$ cat src/include/cvsr_consts.svh
// Offsets, field positions, reset values and decode constants of the setpoint bank
`ifndef CVSR_CONSTS_SVH
`define CVSR_CONSTS_SVH
// Printed offsets are not multiples of four: they are word indices
`define CVSR_IDX_LIMIT_SLEW 4'h5
`define CVSR_IDX_A_VOLT 4'h6
`define CVSR_IDX_B_VOLT 4'h7
`define CVSR_RST_LIMIT_SLEW 8'h1a
`define CVSR_RST_A_VOLT 8'h00
`define CVSR_RST_B_VOLT 8'h00
`define CVSR_LIMIT_MSB 5
`define CVSR_LIMIT_LSB 3
`define CVSR_RAMP_MSB 2
`define CVSR_RAMP_LSB 0
`define CVSR_LIMIT_RESERVED 3'h7
`define CVSR_RAMP_FIRST_VALID 3'h2
`define CVSR_CODE_FINE_LO 8'h14
`define CVSR_CODE_MID_LO 8'h18
`define CVSR_CODE_MID_HI 8'h9d
`define CVSR_CODE_COARSE_LO 8'h9e
// Decoded voltages in mV
`define CVSR_MV_FINE_BASE 12'h2bc
`define CVSR_MV_MID_BASE 12'h2df
`define CVSR_MV_COARSE_BASE 12'h58c
`define CVSR_MV_FINE_STEP 12'h00a
`define CVSR_MV_MID_STEP 12'h005
`define CVSR_MV_COARSE_STEP 12'h014
// Peak limit in mA: 1500 + 500 per code
`define CVSR_MA_BASE 13'h05dc
`define CVSR_MA_STEP 13'h01f4
`endif

$ cat src/include/cvsr_pkg.sv
// Types shared by the setpoint register bank
package cvsr_pkg;
  typedef struct packed {
    logic [1:0] spare;
    logic [2:0] peak_limit;
    logic [2:0] ramp_speed;
  } cvsr_limit_slew_type;

  typedef struct packed {
    logic [12:0] peak_limit_ma;
    logic peak_limit_valid;
    logic [2:0] ramp_speed_code;
    logic ramp_speed_valid;
    logic [11:0] conv_a_mv;
    logic conv_a_valid;
    logic [11:0] conv_b_mv;
    logic conv_b_valid;
  } cvsr_analog_type;
endpackage

$ cat src/design/cvsr_voltage_decode.sv
// Voltage setpoint code to millivolt decoder
`timescale 1ns/1ps
`default_nettype none
`include "cvsr_consts.svh"
module cvsr_voltage_decode
  import cvsr_pkg::*;
(
  input wire logic [7:0] code,
  output logic [11:0] millivolts,
  output logic valid
);
  logic [11:0] offs;

  always_comb
  begin
    offs = 12'h000;
    millivolts = 12'h000;
    valid = 1'b1;
    if (code < `CVSR_CODE_FINE_LO)
    begin
      // Reserved codes: keep the output at zero and flag it
      valid = 1'b0;
    end
    else if (code < `CVSR_CODE_MID_LO)
    begin
      // [RL8] 10 mV steps
      offs = {4'h0, code - `CVSR_CODE_FINE_LO};
      millivolts = 12'(`CVSR_MV_FINE_BASE + offs * `CVSR_MV_FINE_STEP);
    end
    else if (code <= `CVSR_CODE_MID_HI)
    begin
      // [RL9] 5 mV steps
      offs = {4'h0, code - `CVSR_CODE_MID_LO};
      millivolts = 12'(`CVSR_MV_MID_BASE + offs * `CVSR_MV_MID_STEP);
    end
    else
    begin
      // [RL10] 20 mV steps
      offs = {4'h0, code - `CVSR_CODE_COARSE_LO};
      millivolts = 12'(`CVSR_MV_COARSE_BASE + offs * `CVSR_MV_COARSE_STEP);
    end
  end
endmodule
`default_nettype wire

$ cat src/design/cvsr_setpoint_regs.sv
// Converter setpoint register bank with APB slave and decoded analog settings
//
// Overview of operation
// [RL1] Peak limit in bits 5-3, 1.5 A to 4.5 A by 0.5 A; code 7 reserved
// [RL2] Peak limit may be rewritten while running and applies at once
// [RL3] Ramp speed in bits 2-0 for both ramps; codes 0, 1 reserved
// [RL4] Limit/ramp register at index 5, reset 1Ah, bits 7-6 reserved read-write
// [RL5] Converter A setpoint at index 6, full 8 bits, reset zero
// [RL6] Converter B setpoint at index 7, reset zero, same code table
// [RL7] Software must not write setpoint codes 00h through 13h
// [RL8] Codes 14h-17h give 0.70 V to 0.73 V in 10 mV steps
// [RL9] Codes 18h-9Dh give 0.735 V to 1.4 V in 5 mV steps
// [RL10] Codes 9Eh-FFh give 1.42 V to 3.36 V in 20 mV steps
// [RL11] Power-up contents come from one-time-programmable memory
// [RL12] A write lands next cycle; decoded setting follows from then on (the registered decoded outputs follow one cycle later)
//
// The APB register port is this design's own decision.
`timescale 1ns/1ps
`default_nettype none
`include "cvsr_consts.svh"
module cvsr_setpoint_regs
  import cvsr_pkg::*;
(
  input wire logic mclk,
  input wire logic nrst,
  // One-time-programmable defaults, loaded once after reset release
  input wire logic otp_valid,
  input wire logic [7:0] otp_limit_slew,
  input wire logic [7:0] otp_a_volt,
  input wire logic [7:0] otp_b_volt,
  // APB slave
  input wire logic psel,
  input wire logic penable,
  input wire logic pwrite,
  input wire logic [11:0] paddr,
  input wire logic [31:0] pwdata,
  input wire logic [3:0] pstrb,
  output logic [31:0] prdata,
  output logic pready,
  output logic pslverr,
  // Settings toward the converter control
  output cvsr_analog_type analog,
  output logic otp_loaded
);
  // ************************************************
  // Reset synchroniser and OTP input capture
  // ************************************************
  logic rst_meta;
  logic rst_sync_n;
  logic otp_valid_meta;
  logic otp_valid_sync;

  always_ff @(posedge mclk or negedge nrst)
  begin
    if (!nrst)
    begin
      rst_meta <= 1'b0;
      rst_sync_n <= 1'b0;
    end
    else
    begin
      rst_meta <= 1'b1;
      rst_sync_n <= rst_meta;
    end
  end

  // OTP valid arrives from another macro; the data are held stable while it is high
  always_ff @(posedge mclk or negedge rst_sync_n)
  begin
    if (!rst_sync_n)
    begin
      otp_valid_meta <= 1'b0;
      otp_valid_sync <= 1'b0;
    end
    else
    begin
      otp_valid_meta <= otp_valid;
      otp_valid_sync <= otp_valid_meta;
    end
  end

  // ************************************************
  // Address decode
  // ************************************************
  function automatic logic [1:0] reg_select(input logic [11:0] addr);
    logic [1:0] sel;
    sel = 2'h3;
    if (addr[1:0] == 2'h0)
    begin
      unique case (addr[5:2])
        `CVSR_IDX_LIMIT_SLEW: sel = 2'h0;
        `CVSR_IDX_A_VOLT: sel = 2'h1;
        `CVSR_IDX_B_VOLT: sel = 2'h2;
        default: sel = 2'h3;
      endcase
    end
    if (addr[11:6] != 6'h00)
    begin
      sel = 2'h3;
    end
    return sel;
  endfunction

  logic [1:0] sel;
  logic access;
  logic wr_ok;

  assign sel = reg_select(paddr);
  assign access = psel && penable && pready;
  assign wr_ok = access && pwrite && (sel != 2'h3) && pstrb[0];

  // ************************************************
  // Registers
  // ************************************************
  cvsr_limit_slew_type limit_slew;
  logic [7:0] a_volt;
  logic [7:0] b_volt;

  // Load once on the first rising edge of the synchronised OTP valid
  always_ff @(posedge mclk or negedge rst_sync_n)
  begin
    if (!rst_sync_n)
    begin
      otp_loaded <= 1'b0;
    end
    else if (otp_valid_sync)
    begin
      otp_loaded <= 1'b1;
    end
  end

  // A bus write in the load cycle loses; software is expected to wait for otp_loaded
  always_ff @(posedge mclk or negedge rst_sync_n)
  begin
    if (!rst_sync_n)
    begin
      // [RL4] reset value
      limit_slew <= `CVSR_RST_LIMIT_SLEW;
      // [RL5] [RL6] setpoints reset zero
      a_volt <= `CVSR_RST_A_VOLT;
      b_volt <= `CVSR_RST_B_VOLT;
    end
    else if (otp_valid_sync && !otp_loaded)
    begin
      // [RL11] OTP default load
      limit_slew <= otp_limit_slew;
      a_volt <= otp_a_volt;
      b_volt <= otp_b_volt;
    end
    else if (wr_ok)
    begin
      // [RL12] write lands next edge
      unique case (sel)
        2'h0: limit_slew <= pwdata[7:0];
        // [RL5] full-byte setpoint
        2'h1: a_volt <= pwdata[7:0];
        2'h2: b_volt <= pwdata[7:0];
        default: ;
      endcase
    end
  end

  // ************************************************
  // APB answer: zero wait states
  // ************************************************
  always_ff @(posedge mclk or negedge rst_sync_n)
  begin
    if (!rst_sync_n)
    begin
      pready <= 1'b0;
    end
    else
    begin
      pready <= psel && !penable;
    end
  end

  always_ff @(posedge mclk or negedge rst_sync_n)
  begin
    if (!rst_sync_n)
    begin
      pslverr <= 1'b0;
    end
    else
    begin
      // Unmapped or misaligned address answers with an error
      pslverr <= psel && !penable && (sel == 2'h3);
    end
  end

  always_ff @(posedge mclk or negedge rst_sync_n)
  begin
    if (!rst_sync_n)
    begin
      prdata <= 32'h0000_0000;
    end
    else if (psel && !penable && !pwrite)
    begin
      unique case (sel)
        2'h0: prdata <= {24'h00_0000, limit_slew};
        2'h1: prdata <= {24'h00_0000, a_volt};
        2'h2: prdata <= {24'h00_0000, b_volt};
        default: prdata <= 32'h0000_0000;
      endcase
    end
  end

  // ************************************************
  // Decoded analog settings
  // ************************************************
  logic [11:0] next_a_mv;
  logic next_a_valid;
  logic [11:0] next_b_mv;
  logic next_b_valid;

  cvsr_voltage_decode u_dec_a (
    .code(a_volt),
    .millivolts(next_a_mv),
    .valid(next_a_valid)
  );

  // [RL6] same code table
  cvsr_voltage_decode u_dec_b (
    .code(b_volt),
    .millivolts(next_b_mv),
    .valid(next_b_valid)
  );

  // Registered so outputs come from flops; adds one cycle after the stored field
  always_ff @(posedge mclk or negedge rst_sync_n)
  begin
    if (!rst_sync_n)
    begin
      analog <= '0;
    end
    else
    begin
      // [RL1] peak limit decode
      analog.peak_limit_ma <=
        13'(`CVSR_MA_BASE + {10'h000, limit_slew.peak_limit} * `CVSR_MA_STEP);
      // [RL2] applied without disable
      analog.peak_limit_valid <= limit_slew.peak_limit != `CVSR_LIMIT_RESERVED;
      // [RL3] ramp code shared by both edges
      analog.ramp_speed_code <= limit_slew.ramp_speed;
      analog.ramp_speed_valid <= limit_slew.ramp_speed >= `CVSR_RAMP_FIRST_VALID;
      // [RL7] reserved codes flagged invalid
      analog.conv_a_mv <= next_a_mv;
      analog.conv_a_valid <= next_a_valid;
      analog.conv_b_mv <= next_b_mv;
      analog.conv_b_valid <= next_b_valid;
    end
  end

  // ************************************************
  // Assertions
  // ************************************************
  property p_write_lands;
    @(posedge mclk) disable iff (!rst_sync_n)
    (wr_ok && sel == 2'h1 && !(otp_valid_sync && !otp_loaded)) |=> a_volt == $past(pwdata[7:0]);
  endproperty
  a_write_lands: assert property (p_write_lands) else $error("setpoint A write lost"); // [RL12]

  property p_decode_follows;
    @(posedge mclk) disable iff (!rst_sync_n)
    (wr_ok && sel == 2'h2 && pwdata[7:0] == 8'h9d && otp_loaded) |-> ##2 analog.conv_b_mv == 12'h578;
  endproperty
  a_decode_follows: assert property (p_decode_follows) else $error("B decode wrong"); // [RL9]

  property p_fine_range;
    @(posedge mclk) disable iff (!rst_sync_n)
    (a_volt == 8'h17) |=> analog.conv_a_mv == 12'h2da;
  endproperty
  a_fine_range: assert property (p_fine_range) else $error("fine top wrong"); // [RL8]

  property p_coarse_top;
    @(posedge mclk) disable iff (!rst_sync_n)
    (a_volt == 8'hff) |=> analog.conv_a_mv == 12'hd20;
  endproperty
  a_coarse_top: assert property (p_coarse_top) else $error("coarse top wrong"); // [RL10]

  property p_limit_decode;
    @(posedge mclk) disable iff (!rst_sync_n)
    (limit_slew.peak_limit == 3'h6) |=> analog.peak_limit_ma == 13'h1194 && analog.peak_limit_valid;
  endproperty
  a_limit_decode: assert property (p_limit_decode) else $error("limit decode wrong"); // [RL1]

  property p_limit_live;
    @(posedge mclk) disable iff (!rst_sync_n)
    (wr_ok && sel == 2'h0 && otp_loaded) |-> ##2 analog.peak_limit_ma ==
      13'(`CVSR_MA_BASE + {10'h000, $past(pwdata[5:3], 2)} * `CVSR_MA_STEP);
  endproperty
  a_limit_live: assert property (p_limit_live) else $error("limit not applied"); // [RL2]

  property p_ramp_valid;
    @(posedge mclk) disable iff (!rst_sync_n)
    // First edge out of reset still shows the cleared outputs
    $past(rst_sync_n) |-> analog.ramp_speed_valid == ($past(limit_slew.ramp_speed) >= 3'h2);
  endproperty
  a_ramp_valid: assert property (p_ramp_valid) else $error("ramp validity wrong"); // [RL3]

  property p_otp_load;
    @(posedge mclk) disable iff (!rst_sync_n)
    (otp_valid_sync && !otp_loaded) |=> b_volt == $past(otp_b_volt) && otp_loaded;
  endproperty
  a_otp_load: assert property (p_otp_load) else $error("OTP load missed"); // [RL11]

  property p_reserved_rw;
    @(posedge mclk) disable iff (!rst_sync_n)
    (wr_ok && sel == 2'h0 && !(otp_valid_sync && !otp_loaded)) |=> limit_slew.spare == $past(pwdata[7:6]);
  endproperty
  a_reserved_rw: assert property (p_reserved_rw) else $error("spare bits not stored"); // [RL4]

  property p_reserved_code;
    @(posedge mclk) disable iff (!rst_sync_n)
    (b_volt < 8'h14) |=> !analog.conv_b_valid;
  endproperty
  a_reserved_code: assert property (p_reserved_code) else $error("reserved code valid"); // [RL7]

  property p_zero_wait;
    @(posedge mclk) disable iff (!rst_sync_n)
    (psel && !penable) |=> pready;
  endproperty
  a_zero_wait: assert property (p_zero_wait) else $error("APB answer late"); // [RL12]
endmodule
`default_nettype wire

$ cat config.mk
export PLATFORM = sky130hd
export DESIGN_NAME = cvsr_setpoint_regs
export DESIGN_NICKNAME = d
export VERILOG_FILES = /design/src/include/cvsr_pkg.sv /design/src/design/cvsr_voltage_decode.sv /design/src/design/cvsr_setpoint_regs.sv
export VERILOG_INCLUDE_DIRS = /design/src /design/src/include
export SDC_FILE = /design/constraint.sdc
export NUM_CORES = 1
export LEC_CHECK = 0
export BUFFER_PORTS_ARGS = -buffer_cell sky130_fd_sc_hd__clkbuf_2
export CORE_AREA = 4 4 127 129
export CTS_CLUSTER_SIZE = 40
export DETAILED_ROUTE_END_ITERATION = 6
export DIE_AREA = 0 0 131 133
export PLACE_DENSITY = 0.8
export SETUP_SLACK_MARGIN = 0.2
export SLEW_MARGIN = 0
export SYNTH_ARGS = -nofsm -noshare
export SYNTH_HDL_FRONTEND = slang
export SYNTH_SLANG_ARGS = --single-unit
export TNS_END_PERCENT = 50
$ cat constraint.sdc
create_clock -name mclk -period 2.5 [get_ports mclk]
set_clock_uncertainty 0.1 [all_clocks]
set_input_delay 0.125 -clock mclk [delete_from_list [all_inputs] [get_ports mclk]]
set_output_delay 0.125 -clock mclk [all_outputs]
set_load 0.02 [all_outputs]
==> flow_summary.json <==
{
  "finalSetupViolCount": 23,
  "grt_pass1_vias": 9001,
  "critPathArrivalTime_ps": 3790,
  "htree_num_levels": 3,
  "hold_path_class": "in2reg",
  "post-place-cells": 1316,
  "clock.fmax_ghz": 0.2775,
  "switchingPower_w": 0.008043,
  "syn-cell-area_um2": 7525,
  "end_kind": "flip-flop",
  "dpl.hpwl_um": 17650,
  "first_pass_iters": 7,
  "routabilityCongestion": 0.9154,
  "vias": 9129,
  "antenna_found_initial": 2,
  "power.internal_w": 0.009234,
  "post-route-period-util": 1.441,
  "synth_edf_count": 0,
  "seq_power_share": 0.108,
  "worst_pin_slew_ps": 1036,
  "drt-initial-drc-count": 1229,
  "root_buffer": "clkbuf_16",
  "cts_sinks": 81,
  "drt-total-wl_um": 38030,
  "pwr-share-clk": 0.083,
  "leakage_nw": 5.659,
  "die_area_um2": 17420,
  "worstPathMaxFanout": 5,
  "synth_area_leaders": "dfrtp_1, ha_1, xnor2_1",
  "final_hold_viol_count": 0,
  "numCtsBuffers": 9,
  "grt_pass1_wl_um": 48530,
  "io_buffers": 103,
  "drc_errors": 1,
  "die_w_um": 131,
  "netlist_instances": 831,
  "violations": "DRC, setup timing",
  "grt_usage": 0.3584,
  "layout-drive-gt1-share": 0.5392,
  "clock_path_buffers": 2,
  "slew_viol_final": 0,
  "row_count": 45,
  "final_nets": 1389,
  "finalWorstSetupSlack_ps": -1103,
  "synthFlopType": "dfrtp_1",
  "cts_tree": "done",
  "crit_type": "reg2reg",
  "area_growth_pct": 65.28,
  "ant_nets": 0,
  "clk_pin_slew_ps": 70,
  "peakVddDrop_mv": 1.247,
  "synth_warnings": 0,
  "synth.distinct_cells": 70,
  "avgSynthCellArea_um2": 9.055,
  "synth_top_area_share": 0.2594,
  "maxCapViolCount": 0,
  "vias_per_cell": 6.582,
  "die_y_um": 133,
  "fin_util": 0.8273,
  "stdcell_count": 1387,
  "grt-ovfl-total": 0,
  "start_util": 0.5005,
  "combPwrFrac": 0.810,
  "relSlewSlack": 0.3021,
  "clkLatencyLatePin_ps": 370,
  "synth-seq-cells": 81,
  "synth_top_cell_by_area": "dfrtp_1",
  "ys_seq_area_frac": 0.2699,
  "grt_max_degree": 48,
  "async_flop_share": 1.000,
  "core_um2": 15030,
  "cp-start-kind": "flip-flop",
  "wl_per_cell_um": 27.42,
  "status": "finished with violations",
  "power.density_nw_per_um2": 1389,
  "min_period_ps": 3603,
  "crit_required_ps": 2690,
  "ioPinCount": 157,
  "rsz0062_at_grt": "true",
  "sw_frac_of_total": 0.4655
}
## state kept, by name (all words and copies together), names as in the netlist, 8 cells and up
signal	count
a_volt	8
limit_slew	8
b_volt	8
analog	42
prdata	8
## path summary, 6_finish.rpt
path / startpoint / to / slack, ps / cells past startpoint
max in group asynchronous: rst_sync_n / limit_slew[3] / 1450 / 1
worst min-delay path: pwdata[2] / a_volt[2] / 4 / 3
worst max register to register: a_volt[3] / analog[25] / -1100 / 14
worst max-delay path: a_volt[3] / analog[25] / -1100 / 14
worst min register to register: rst_sync_n / a_volt[3] / 190 / 0
min in group asynchronous: rst_sync_n / a_volt[3] / 190 / 0
## cell families after synthesis
logic type               synth area share
multiplexers                      0.02345
AO/OA/AOI/OAI                      0.1919
flip-flops                         0.2699
XOR/XNOR                           0.1024
other                           0.0009980
buffers and inverters             0.07399
AND/OR/NAND/NOR                    0.1206
adder cells (fa/ha/maj)            0.2168
## metrics by stage
stage	hold slack (ps)	power [W]	setup TNS [ps]	area [um2]	setup WS, ps
floorplan	-270.6	0.007896	-5380	8137	-809.9
detailed placement	-187.3	0.01153	-10730	10240	-938.0
CTS	3.339	0.01428	-8632	11550	-835.0
global route	18.49	0.01796	-16790	12440	-1330
finish	4.404	0.01728	-13670	12440	-1103
global placement	-186.6	0.01123	-9194	10240	-779.4
## final cells by class
type	count	area, um2
inverter	53	222.7
timing repair buffer	382	2824
clock buffer	12	246.5
sequential	81	2046
multi-input combinational	666	6808
antenna	1	2.502
fill	664	2596
clock inverter	4	52.55
tap	188	235.2
## synth_stat cells (all sizes together) (3+ instances only)
cell	count
a211oi	23
a21oi	70
o22ai	4
or4	3
nor2	52
mux2	5
a311oi	3
xor2	36
dfstp	3
a31oi	5
a22oi	11
and3	5
o21bai	6
buf	35
or2b	3
o21a	6
o221ai	3
a21o	12
nor2b	22
ha	100
xnor2	52
o31ai	8
o21ai	60
or3	6
fa	18
inv	53
nand2b	6
clkbuf	21
dfrtp	78
nor3	9
nand2	57
nand3	7
mux2i	12
or2	8
## metal layers
| metal | vias to the layer above | track usage | part of all wire |
|---|---|---|---|
| li1 | 3548 | - | - |
| met1 | 4280 | 0.3942 | 0.32 |
| met2 | 910 | 0.6058 | 0.47 |
| met3 | 389 | 0.09084 | 0.11 |
| met4 | 2 | 0.2257 | 0.11 |
| met5 | - | 0 | 0.00024 |
## cells in the final DEF (no fill, tap or decap), types with 19 or more instances in the layout
cell	instances
buf_4	227
clkbuf_2	103
dfrtp_1	68
nand2_1	53
ha_1	50
ha_4	46
a21oi_1	44
nor2_1	40
o21ai_0	35
inv_1	31
conb_1	27
xnor2_1	25
dlygate4sd3_1	25
xnor2_2	22
xor2_2	21
buf_6	19
## power by group through the flow
stage	Combinational [W]	Sequential (W)	Clock (W)
after detailed placement	0.00969	0.00184	0
after CTS	0.0111	0.00183	0.00139
after global routing	0.0146	0.00189	0.00146
after floorplan	0.00572	0.00217	0
final	0.0140	0.00186	0.00143
after global placement	0.00940	0.00183	0
## repair_timing
action                                 4_1_cts  5_1_grt
endpoints found under the hold margin       24        0
buffers inserted                            15       12
gates resized for setup                    118      140
pin swaps                                   56       78
setup endpoints to repair                   28       31
hold buffers                                27        0
## critical path, stage by stage (launching register included)
cell,delay (ps)
dfrtp_2,490
buf_6,160
ha_4,180
a21oi_4,180
xor2_2,310
ha_1,330
ha_4,280
buf_4,150
nor3b_2,180
a21oi_1,110
a311oi_4,370
mux2_4,330
nand3b_1,110
nand3_1,130
o221ai_2,90
(Power assumes the default switching activity.)
